**src/logic/ssb_pkg.sv**
```systemverilog
// ssb_pkg: constants and types for the subtract and short-branch execution block
// assumes: 8-bit data, 16-bit program counter, one processor clock
package ssb_pkg;

  // opcodes of the subtract group
  localparam logic [7:0] OP_REV_SUB        = 8'hF5;
  localparam logic [7:0] OP_REV_SUB_IMM    = 8'hFD;
  localparam logic [7:0] OP_REV_SUB_BRW    = 8'h75;
  localparam logic [7:0] OP_REV_SUB_BRW_IM = 8'h7D;
  localparam logic [7:0] OP_FWD_SUB        = 8'hF7;
  localparam logic [7:0] OP_FWD_SUB_IMM    = 8'hFF;
  localparam logic [7:0] OP_FWD_SUB_BRW    = 8'h77;
  localparam logic [7:0] OP_FWD_SUB_BRW_IM = 8'h7F;

  // short-branch group: upper nibble and condition codes
  localparam logic [3:0] BR_GROUP          = 4'h3;
  localparam logic [3:0] COND_ALWAYS       = 4'h0;
  localparam logic [3:0] COND_ZERO         = 4'h2;
  localparam logic [3:0] COND_NEVER        = 4'h8;
  localparam logic [3:0] COND_NONZERO      = 4'hA;
  localparam logic [3:0] COND_CARRY        = 4'h3;
  localparam logic [3:0] COND_NOCARRY      = 4'hB;

  // reset values
  localparam logic [15:0] RST_PC           = 16'h0000;
  localparam logic [7:0]  RST_ACC          = 8'h00;
  localparam logic        RST_CARRY        = 1'b0;

  // sequencer states, gray coded along fetch -> decode -> wait -> operand
  typedef enum logic [1:0] {
    ST_FETCH   = 2'b00,
    ST_DECODE  = 2'b01,
    ST_WAIT    = 2'b11,
    ST_OPERAND = 2'b10
  } ssb_state_t;

endpackage

```
**src/logic/ssb_alu_if.sv**
```systemverilog
// ssb_alu_if: operands and results between sequencer and subtract unit
// assumes: one clock domain, purely combinational unit behind it
`timescale 1ns/10ps
interface ssb_alu_if;
  logic [7:0] minuend;
  logic [7:0] subtrahend;
  logic       carry_in;
  logic [7:0] diff;
  logic       carry_out;

  modport ctrl (output minuend, output subtrahend, output carry_in,
                input diff, input carry_out);
  modport alu  (input minuend, input subtrahend, input carry_in,
                output diff, output carry_out);
endinterface

```
**src/logic/ssb_exec.sv**
```systemverilog
// ssb_exec: execution of the subtract group and the short-branch group
// assumes: memory presenting MEM_RDATA_I in the same cycle that MEM_RD_O is high,
// program counter held here, data pointer supplied from outside on DATA_PTR_I
`timescale 1ns/10ps
module ssb_exec (
  input  wire logic        SYS_CLK_I,
  input  wire logic        SYS_RST_I,
  input  wire logic [15:0] DATA_PTR_I,
  input  wire logic [7:0]  MEM_RDATA_I,
  output logic      [15:0] MEM_ADDR_O,
  output logic             MEM_RD_O,
  output logic      [15:0] PC_O,
  output logic      [7:0]  ACC_O,
  output logic             CARRY_FLAG_O,
  output logic             ILLEGAL_O
);

  // ---------------------------------------------------------------
  // state record
  // ---------------------------------------------------------------
  typedef struct packed {
    ssb_pkg::ssb_state_t state;
    logic [15:0]         pc;
    logic [7:0]          acc;
    logic                carry_flag;
    logic [7:0]          opcode;
    logic [15:0]         addr;
    logic                rd;
    logic                illegal;
  } ssb_regs_t;

  ssb_regs_t st_r;
  ssb_regs_t st_nxt;

  ssb_alu_if alu_bus ();

  logic is_branch;
  logic is_sub;
  logic uses_imm;
  logic reverse;
  logic with_borrow;
  logic take;
  logic [15:0] pc_inc;

  ssb_sub_unit u_sub (
    .port_a (alu_bus)
  );

  // ---------------------------------------------------------------
  // opcode decode
  // ---------------------------------------------------------------
  // group membership and operand selection
  always_comb begin
    is_branch   = (st_r.opcode[7:4] == ssb_pkg::BR_GROUP);
    is_sub      = (st_r.opcode == ssb_pkg::OP_REV_SUB)
               || (st_r.opcode == ssb_pkg::OP_REV_SUB_IMM)
               || (st_r.opcode == ssb_pkg::OP_REV_SUB_BRW)
               || (st_r.opcode == ssb_pkg::OP_REV_SUB_BRW_IM)
               || (st_r.opcode == ssb_pkg::OP_FWD_SUB)
               || (st_r.opcode == ssb_pkg::OP_FWD_SUB_IMM)
               || (st_r.opcode == ssb_pkg::OP_FWD_SUB_BRW)
               || (st_r.opcode == ssb_pkg::OP_FWD_SUB_BRW_IM);
    uses_imm    = st_r.opcode[3];     // immediate forms have bit 3 set
    reverse     = ~st_r.opcode[1];    // F5/FD/75/7D reverse, F7/FF/77/7F forward
    with_borrow = ~st_r.opcode[7];    // 7x forms use the carry flag
  end

  // branch condition, remaining codes not handled here never branch
  always_comb begin
    case (st_r.opcode[3:0])
      ssb_pkg::COND_ALWAYS:  take = 1'b1;
      ssb_pkg::COND_NEVER:   take = 1'b0;
      ssb_pkg::COND_ZERO:    take = (st_r.acc == 8'h00);
      ssb_pkg::COND_NONZERO: take = (st_r.acc != 8'h00);
      ssb_pkg::COND_CARRY:   take = st_r.carry_flag;
      ssb_pkg::COND_NOCARRY: take = ~st_r.carry_flag;
      default:               take = 1'b0;
    endcase
  end

  // ---------------------------------------------------------------
  // subtract operands
  // ---------------------------------------------------------------
  // reverse forms subtract acc from memory, forward the other way round
  always_comb begin
    alu_bus.minuend    = reverse ? MEM_RDATA_I : st_r.acc;
    alu_bus.subtrahend = reverse ? st_r.acc    : MEM_RDATA_I;
    alu_bus.carry_in   = with_borrow ? st_r.carry_flag : 1'b1;
  end

  // full 16-bit increment carries into the next page
  assign pc_inc = st_r.pc + 16'h0001;

  // ---------------------------------------------------------------
  // sequencer
  // ---------------------------------------------------------------
  // fetch opcode, fetch operand, then execute
  always_comb begin
    st_nxt      = st_r;
    st_nxt.rd   = 1'b0;
    case (st_r.state)
      ssb_pkg::ST_FETCH: begin
        st_nxt.addr  = st_r.pc;
        st_nxt.rd    = 1'b1;
        st_nxt.pc    = pc_inc;
        st_nxt.state = ssb_pkg::ST_DECODE;
      end
      ssb_pkg::ST_DECODE: begin
        st_nxt.opcode = MEM_RDATA_I;
        st_nxt.state  = ssb_pkg::ST_WAIT;
      end
      ssb_pkg::ST_WAIT: begin
        st_nxt.illegal = ~(is_branch | is_sub);
        if (is_branch || (is_sub && uses_imm)) begin
          // immediate byte read through pc before evaluating
          st_nxt.addr  = st_r.pc;
          st_nxt.rd    = 1'b1;
          st_nxt.state = ssb_pkg::ST_OPERAND;
        end else if (is_sub) begin
          st_nxt.addr  = DATA_PTR_I;
          st_nxt.rd    = 1'b1;
          st_nxt.state = ssb_pkg::ST_OPERAND;
        end else begin
          st_nxt.state = ssb_pkg::ST_FETCH;
        end
      end
      ssb_pkg::ST_OPERAND: begin
        st_nxt.state = ssb_pkg::ST_FETCH;
        if (is_branch) begin
          if (take) begin
            // high byte kept from the immediate byte's address
            st_nxt.pc = {st_r.pc[15:8], MEM_RDATA_I};
          end else begin
            st_nxt.pc = pc_inc;
          end
        end else begin
          st_nxt.acc        = alu_bus.diff;
          st_nxt.carry_flag = alu_bus.carry_out;
          if (uses_imm) begin
            st_nxt.pc = pc_inc;
          end
        end
      end
      default: begin
        st_nxt.state = ssb_pkg::ST_FETCH;
      end
    endcase
  end

  // register the state record
  always_ff @(posedge SYS_CLK_I) begin
    if (SYS_RST_I) begin
      st_r            <= '0;
      st_r.state      <= ssb_pkg::ST_FETCH;
      st_r.pc         <= ssb_pkg::RST_PC;
      st_r.acc        <= ssb_pkg::RST_ACC;
      st_r.carry_flag <= ssb_pkg::RST_CARRY;
    end else begin
      st_r <= st_nxt;
    end
  end

  // ---------------------------------------------------------------
  // outputs
  // ---------------------------------------------------------------
  assign MEM_ADDR_O   = st_r.addr;
  assign MEM_RD_O     = st_r.rd;
  assign PC_O         = st_r.pc;
  assign ACC_O        = st_r.acc;
  assign CARRY_FLAG_O = st_r.carry_flag;
  assign ILLEGAL_O    = st_r.illegal;

endmodule

```
**src/logic/ssb_sub_unit.sv**
```systemverilog
// ssb_sub_unit: two's complement subtractor, minuend + ~subtrahend + carry
// assumes: caller supplies carry_in 1 for plain subtract, carry flag for borrow forms
`timescale 1ns/10ps
module ssb_sub_unit (
  ssb_alu_if.alu port_a
);

  logic [8:0] sum;

  // add complemented subtrahend; carry out of bit 7 into sum bit 8 means no borrow
  always_comb begin
    sum = {1'b0, port_a.minuend} + {1'b0, ~port_a.subtrahend} + {8'h00, port_a.carry_in};
  end

  assign port_a.diff      = sum[7:0];
  assign port_a.carry_out = sum[8];

endmodule
```
**config.mk**
```make
export PLATFORM = sky130hd
export DESIGN_NAME = ssb_exec
export DESIGN_NICKNAME = d
export VERILOG_FILES = /design/src/logic/ssb_pkg.sv /design/src/logic/ssb_alu_if.sv /design/src/logic/ssb_exec.sv /design/src/logic/ssb_sub_unit.sv
export SDC_FILE = /design/constraint.sdc
export NUM_CORES = 1
export LEC_CHECK = 0
export BUFFER_PORTS_ARGS = -buffer_cell sky130_fd_sc_hd__buf_2
export CAP_MARGIN = 5
export CORE_AREA = 10 10 92 94
export CTS_CLUSTER_DIAMETER = 50
export DETAILED_ROUTE_END_ITERATION = 12
export DIE_AREA = 0 0 102 104
export GPL_TIMING_DRIVEN = 0
export PLACE_DENSITY = 0.83
export REMOVE_ABC_BUFFERS = 1
export SLEW_MARGIN = 25
export SYNTH_ARGS = -nofsm -noshare
export SYNTH_HDL_FRONTEND = slang
export SYNTH_SLANG_ARGS = --single-unit
```
**constraint.sdc**
```tcl
create_clock -name SYS_CLK_I -period 3 [get_ports SYS_CLK_I]
set_input_delay 0.6 -clock SYS_CLK_I [delete_from_list [all_inputs] [get_ports SYS_CLK_I]]
set_output_delay 0.6 -clock SYS_CLK_I [all_outputs]
set_load 0.1 [all_outputs]
```
Word-level counts from Yosys, hierarchy flattened
Cells that the tools add are included.
- register bits: 53
- bits of input ports: 26
- output and inout bits: 43
- word-level logic and storage cells: 69
- add/sub/neg operators: 3
- equal/unequal tests: 19
- muxes and demuxes: 14
- bitwise logic cells: 5
- reductions and logical operators: 19
- operators by type and width (operator ; count):
    16-bit two-way mux ; 3
    17-bit two-way mux ; 2
    17-bit one-hot mux with 2 select lines ; 1
    8-bit by 7-bit == test with 1-bit output (second input constant) ; 4
    8-bit == test (second input constant) ; 4
    16-bit one-hot mux with 2 select lines ; 1
    16-bit by 1-bit adder with 16-bit output (second input constant) ; 1
    8-bit two-way mux ; 2
    4-bit by 2-bit == test with 1-bit output (second input constant) ; 3
    8-bit by 8-bit adder with 9-bit output ; 1
    9-bit by 1-bit adder with 9-bit output ; 1
    3-bit inequality test (second input constant) ; 3
    4-bit == test (second input constant) ; 2
    8-bit logical NOT ; 1
    1-bit logical OR ; 8
    8-bit NOT ; 1
    2-bit one-hot mux with 4 select lines ; 1
    8-bit nonzero test ; 1
    2-bit AND reduction ; 3
    1-bit one-hot mux with 5 select lines ; 1
    2-bit == test (second input constant) ; 2
    4-bit logical NOT ; 1
    2-bit two-way mux ; 2
    2-bit nonzero test ; 2
    other kinds (7) ; 9

Depth between registers and ports, before layout
Gate-level depths: netlist (run 1).
- word-level depth: 12
- gate-level depth with buffers: 11
- depth with buffers taken out: 9

Cells and area by module
From an unflattened synthesis (run 1), not the netlist that was laid out.
- cell total of the unflattened synthesis: 390
- area, all modules: 3334.4 um2
- by module, submodules not included (module ; times used ; cells each ; area an instance (um2) ; seq. area each (um2)):
    ssb_exec ; 1 ; 340 ; 2969.1 ; 1061.0
    ssb_sub_unit ; 1 ; 50 ; 365.4 ; 0.0

Worst setup path after synthesis (run 1)
OpenSTA, ideal clock, no wires.
- path kind: register -> register
- start point: register st_r (netlist bit CARRY_FLAG_O)
- end point: register st_r (netlist bit ACC_O[6])
- library setup time: 0.062 ns
- arrival time: 2.874 ns
- data required time: 2.938 ns
- path slack: 0.064 ns
- stages on the path, launching flop included: 10
- buffers on the path: 0
- clock period less this slack: 2.936 ns
- cell sequence: dfxtp_1 nor2_1 fa_1 fa_1 nor2b_1 o21ai_0 a21boi_1 o21ai_0 or4_1 nand3_1
- cells in the longest elaborated chain, start to end: 2
- RTL lines (what ; RTL line ; RTL):
    from (decl) ; ssb_exec.sv:32 ; ssb_regs_t st_r;
    from (signal assigned) ; ssb_exec.sv:159 ; st_r <= st_nxt;
    1-bit two-way mux ; ssb_exec.sv:88 ; alu_bus.carry_in = with_borrow ? st_r.carry_flag : 1'b1;
    9-bit by 1-bit adder with 9-bit output ; ssb_sub_unit.sv:12 ; sum = {1'b0, port_a.minuend} + {1'b0, ~port_a.subtrahend} + {8'h00, port_a.carry_in};
No other way between the ends.
A chain may end at the register's enable or synchronous reset.

Worst setup path in the final report (run 1)
- start point: register st_r[19] in the netlist's numbering
- end point: register st_r (netlist bit ACC_O[6])
- cells in the longest elaborated chain, start to end: 4
- elaborated cells on any way between the ends: 5
- classes of those cells: add/sub: 2; mux: 2; bitwise: 1
- RTL lines (what ; RTL line ; RTL):
    8-bit two-way mux ; ssb_exec.sv:87 ; alu_bus.subtrahend = reverse ? st_r.acc : MEM_RDATA_I;
    8-bit NOT ; ssb_sub_unit.sv:12 ;
    8-bit by 8-bit adder with 9-bit output (*) ; ssb_sub_unit.sv:12 ;
    9-bit by 1-bit adder with 9-bit output (*) ; ssb_sub_unit.sv:12 ;
Every way passes the cells marked *; elsewhere a longest branch is shown, timed or not.

==> metrics.csv, run 1 <==
stage;metric;value;unit
logic_synthesis;ys_top_cells_by_count;dfxtp_1 (53), buf_4 (40), nor2_1 (31);
drt;totalWireLength;7707;um
logic_synthesis;postSynth.asyncResetShare;0;%
global_routing;antenna_found_initial;0;
cts;clockRootBuffer;clkbuf_8;
logic_synthesis;yosysWarnings;0;
power;p_total;1.736;mW
critical_path;critical-path-top-delay-family;adder cells;
timing;hold_violations;0;
logic_synthesis;ys_seq_area_share;32.47;%
critical_path;cp_data_arrival_time;3.07;ns
die;die_height;104;um
cts;clk_pin_slew;0.10;ns
critical_path;required;3.26;ns
cts;cts_buffers;5;
cts;clkSinkCount;53;
cts;worstSkewPairLatency;0.32;ns
logic_synthesis;syn_area;3268;um2
place;hpwl;5732;um
die;pin_count;69;
logic_synthesis;synth_area_per_cell;8.738;um2
final_layout;multi_input_comb_area;1792;um2
final_layout;syn_to_final_growth;6.240;%
cts;clk_path_buf_depth;2;
timing;setup_slack;0.1889;ns
timing;rsz0062_at_grt;false;
power;power_leakage;1.405;nW
global_routing;grtUsageTotal;14.30;%
die;die_area;10610;um2
logic_synthesis;synth.top_cell.area_share;32.47;%
timing;slew_viol_final;0;
logic_synthesis;synth_edf_count;0;
drt;vias;2745;
flow_run;maxCapViolCount;0;
die;coreArea;6681;um2
timing;relSlewSlack;48.64;%
global_routing;gr-total-overflow;0;
timing;timing.fmax;355.7;MHz
die;fp.dieW;102;um
timing;worstMarginPinSlew;0.7704;ns
final_layout;antennaDiodeCount;0;
cts;cts_htree_levels;2;
final_layout;seq_area;1065;um2
timing;finalSetupViolCount;0;
place;portBuffers;68;
final_layout;drive_above_1_share;27.07;%
critical_path;max_stage_delay;0.43;ns
drt;drtIter0Drc;128;
critical_path;path_class;reg2reg;
timing;finClkSkew;0.008732;ns
drt;firstDrtPassIters;4;
drt;viasPerCell;5.731;
critical_path;crit_fanout;8;
logic_synthesis;synth-main-ff-cell;dfxtp_1;
global_routing;grt_first_pass_wirelength;12770;um
logic_synthesis;syn_inst;374;
final_layout;fin_nets;438;
logic_synthesis;synth_area_leaders;dfxtp_1 (32%), buf_4 (9.2%), mux2i_1 (5.5%);
die;rows;30;
drt;ant_nets;0;
place;pre_cts_slack;-0.4214;ns
die;start_util;48.91;%
logic_synthesis;synth_area_leader_cell;dfxtp_1;
power;pwr_density_cell;500.0;nW/um2
cts;cts_tree;yes;
min_path;hold_class;reg2reg;
global_routing;grt_max_degree;42;
timing;finalCriticalPeriod;2.811;ns
critical_path;worstSetupStartpointType;flop;
logic_synthesis;synth.most_common_cell;dfxtp_1;
critical_path;cp-end-kind;flop;
critical_path;path_buf_inv;0;
critical_path;path_cells;mux2_2 > fa_1 > fa_1 > nor2b_1 > o21ai_0 > a21boi_1 > o21ai_0 > or4_1 > nand3_1;
status;outcome;finished clean;
timing;period_share;93.70;%
logic_synthesis;synth.ff_latch_count;53;
place;gp_congestion;0.8783;
global_routing;grt_pass1_vias;2786;
drt;wl_per_cell;16.09;um
final_layout;fillers;647;
power;vdd_ir_drop_max;302.1;uV
drt;drc;0;
logic_synthesis;yosysUniqueCellTypes;58;
critical_path;slowest_stage;fa_1;
[layer usage]
layer  part of all wire, %  GRT usage, %  up-vias
li1                      -             -     1359
met2                    47         23.15       90
met5                     0             0        -
met3                   7.2         4.452        9
met1                    45         17.59     1287
met4                  0.88         4.032        0
[cells in the final DEF, fill, tap and decap left out, types with 10 or more instances in the layout]
cell	n
a21oi_1	13
a22oi_1	21
buf_2	68
dfxtp_1	52
ha_1	12
mux2i_1	18
nand2_1	28
nor2_1	30
nor3_1	10
o21ai_0	19
[stage by stage]
stage               cell area (um2)  TNS [ns]  util [%]  std cells  hold slack, ns
floorplan                      2880   -0.1870         -        317          0.4746
global placement               3321   -0.4446     49.70        465          0.4295
detailed placement             3321   -0.7321     49.70        465          0.4410
CTS                            3418         0     51.16        473          0.4563
global route                   3472         0     51.97        479          0.4735
finish                         3472         0     51.97        479          0.4526
[sequential cells by signal, indices dropped and copies added, names as in the netlist]
signal and cells:
MEM_ADDR_O 16, PC_O 16, st_r 10, ACC_O 8, CARRY_FLAG_O 1, ILLEGAL_O 1
MEM_RD_O 1
[final cells by class]
| type | instances | share of cell area, % |
|---|---|---|
| sequential | 53 | 30.67 |
| tap | 80 | 2.883 |
| inverter | 8 | 0.8649 |
| timing repair buffer | 74 | 11.28 |
| clock buffer | 5 | 1.982 |
| clock inverter | 3 | 0.7207 |
| multi-input combinational | 256 | 51.60 |
[cell families after synthesis]
logic type	after synthesis	share of synthesized area [%]
AND/OR/NAND/NOR	120	20.14
AO/OA/AOI/OAI	88	18.26
buffers and inverters	65	12.79
flip-flops	53	32.47
multiplexers	26	8.384
adder cells (fa/ha/maj)	14	5.819
XOR/XNOR	8	2.144
[timing repair]
item / CTS / global route
hold buffers: 0 / 0
pin swaps: 0 / 1
setup endpoints to repair: 3 / 1
resized for setup: 2 / 0
setup buffers: 0 / 6
[path summary, 6_finish.rpt]
check	from	slack [ns]	end	cells after the start
hold reg to reg	MEM_ADDR_O[5]	0.45	MEM_ADDR_O[5]	2
setup / recovery	st_r[19]	0.19	ACC_O[6]	9
hold / removal	MEM_ADDR_O[5]	0.45	MEM_ADDR_O[5]	2
setup reg to reg	st_r[19]	0.19	ACC_O[6]	9
[worst min-delay path: cells and delay by family (launching register included)]
family             cells  cell delay (ns)
AOI/OAI and AO/OA      1             0.05
and+or+nand+nor        1             0.05
DFF                    1             0.32
[where the power goes]
part	switching, mW	total [mW]	internal [mW]	leakage [nW]
registers	0.0428	0.778	0.735	0.431
logic	0.365	0.535	0.170	0.929
clock network	0.253	0.423	0.171	0.0452
Power figures use the tool's default switching activity.
==> run 2: changes to the inputs <==
- CORE_AREA: 10 10 92 94 -> 10 10 89 91
- DIE_AREA: 0 0 102 104 -> 0 0 99 101
- PLACE_DENSITY: 0.83 -> 0.85
- clock period: 3 -> 3.2 ns (I/O delays scaled with it)
==> run 2 against run 1 <==
Critical path type unchanged. Clock skew is 0.0062 ns higher. Combinational power decreased by 9.9%. Largest power group unchanged. Die area is 5.7% lower. First-iteration DRC count up 23%. Clock power grew 9.9%. Critical endpoint unchanged.
==> metrics.csv, run 2 (synthesized netlist as in run 1, its figures left out) <==
stage;metric;value;unit;change
critical_path;path_cells;mux2_2 > fa_1 > fa_1 > nor2b_1 > o21ai_0 > a21boi_1 > o21ai_0 > or4_1 > nand3_1;;
die;fp.dieW;99;um;-2.9%
min_path;hold_class;reg2reg;;
place;hpwl;5672;um;-1.1%
cts;worstSkewPairLatency;0.32;ns;about the same
timing;finalSetupViolCount;0;;unchanged
power;power_leakage;1.381;nW;-1.7%
drt;wl_per_cell;16.22;um;+0.79%
global_routing;antenna_found_initial;0;;unchanged
flow_run;maxCapViolCount;0;;unchanged
final_layout;post_layout_nonfiller_instances;470;;-1.9%
drt;viasPerCell;5.847;;+2.0%
cts;cts_buffers;5;;unchanged
die;pin_count;69;;unchanged
final_layout;postLayoutCoreUtil;55.41;%;+3.4 points
global_routing;grtUsageTotal;14.66;%;+0.36 points
global_routing;grt_max_degree;42;;unchanged
timing;finClkSkew;0.01498;ns;+0.006243 ns
drt;drc;0;;unchanged
timing;relSlewSlack;49.84;%;+1.2 points
critical_path;critical-path-top-delay-family;adder cells;;
critical_path;cp_data_arrival_time;3.27;ns;+0.20 ns
timing;finalCriticalPeriod;3.014;ns;+0.2030 ns
final_layout;antennaDiodeCount;0;;unchanged
die;die_height;101;um;-2.9%
drt;ant_nets;0;;unchanged
timing;hold_ws;0.4543;ns;+0.001774 ns
timing;rsz0062_at_grt;false;;
cts;clkSinkCount;53;;unchanged
drt;firstDrtPassIters;4;;unchanged
final_layout;drive_above_1_share;25.95;%;-1.1 points
power;pwr_density_cell;489.4;nW/um2;-2.1%
timing;tns;0;ns;unchanged
timing;period_share;94.19;%;+0.49 points
drt;drtIter0Drc;158;;+23%
cts;postCtsSetupBuffers;0;;unchanged
global_routing;grtUsageMet2;24.15;%;+1.0 points
cts;cts_tree;yes;;
place;gp_congestion;0.8776;;about the same
place;portBuffers;68;;unchanged
die;coreArea;6205;um2;-7.1%
critical_path;cp-end-kind;flop;;
final_layout;mostFrequentLayoutCells;buf_2 (68), dfxtp_1 (52), nor2_1 (30);;
cts;clk_path_buf_depth;2;;unchanged
critical_path;max_stage_delay;0.54;ns;+0.11 ns
die;rows;29;;-3.3%
final_layout;final_common_cell;buf_2;;
timing;worstMarginPinSlew;0.7525;ns;-0.01794 ns
critical_path;required;3.45;ns;+0.19 ns
global_routing;grt_use_met1;17.33;%;-0.26 points
cts;clk_pin_slew;0.11;ns;about the same
critical_path;r2r_slack;0.19;ns;about the same
global_routing;grt_pass1_vias;2771;;-0.54%
timing;timing.fmax;331.8;MHz;-6.7%
global_routing;grt.busiest_layer;met2;;
place;numPlacedInstances;462;;-0.65%
drt;vias;2748;;+0.11%
timing;hold_violations;0;;unchanged
status;outcome;finished clean;;
critical_path;slowest_stage;dfxtp_4;;
timing;slew_viol_final;0;;unchanged
global_routing;gr-total-overflow;0;;unchanged
global_routing;grt_first_pass_wirelength;12520;um;-2.0%
critical_path;crit_fanout;20;;+12
critical_path;path_class;reg2reg;;
power;vdd_ir_drop_max;305.3;uV;+1.1%
die;die_area;9999;um2;-5.7%
critical_path;path_buf_inv;0;;unchanged
die;start_util;52.67;%;+3.8 points
final_layout;syn_to_final_growth;5.207;%;
cts;clockRootBuffer;clkbuf_8;;
cts;cts_htree_levels;2;;unchanged
global_routing;met3_usage;5.213;%;+0.76 points
final_layout;fin_nets;432;;-1.4%
drt;totalWireLength;7622;um;-1.1%
critical_path;worstSetupStartpointType;flop;;
[run 2: changes by cell type in the layout (fill, tap and decap cells not counted)]
cell,before,now
clkbuf_8,6,5
buf_4,5,0
clkinv_4,0,1
inv_6,2,0
bufinv_16,0,1
[run 2: worst paths after layout]
kind | depth (start not counted) | endpoint | from
hold / removal | 2 | MEM_ADDR_O[12] | MEM_ADDR_O[12]
setup / recovery | 9 | ACC_O[6] | st_r[19]
setup reg to reg | 9 | ACC_O[6] | st_r[19]
hold reg to reg | 2 | MEM_ADDR_O[12] | MEM_ADDR_O[12]
[run 2: worst reg2reg max path: cells and delay by family (launching register included)]
kind                       cells  cell delay (ns)
muxes                          1             0.39
adders and majority gates      2             0.82
and+or+nand+nor                3             0.67
DFF                            1             0.54
AOI/OAI and AO/OA              3             0.53
[run 2: what timing repair did]
action,4_1_cts,5_1_grt
pin swaps,0,0
setup endpoints to repair,1,1
hold buffers,0,0
resized for setup,1,1
[run 2: layer usage]
layer | up-vias | share of wire [%]
li1 | 1341 | -
met1 | 1314 | 43
met2 | 87 | 47
met3 | 6 | 9.4
met4 | 0 | 0.75
met5 | - | 0
[run 2: final cells by class]
cell class,instances,area [um2]
timing repair buffer,68,340.3
fill,558,2766
multi-input combinational,256,1792
clock inverter,3,46.29
tap,77,96.34
sequential,53,1065
clock buffer,5,68.82
inverter,8,30.03
[run 2: per-stage QoR]
step,power (mW),setup slack (ns),area [um2]
after floorplan,1.117,0.01304,2880
after detailed placement,1.231,-0.2465,3317
after CTS,1.690,0.04541,3433
after global routing,1.759,0.05731,3438
final,1.683,0.1859,3438
after global placement,1.212,-0.1386,3317
[run 2: power by group]
group | total, mW | internal [mW] | switching [mW]
Combinational | 0.482 | 0.149 | 0.333
Sequential | 0.735 | 0.689 | 0.0465
Clock | 0.465 | 0.234 | 0.231
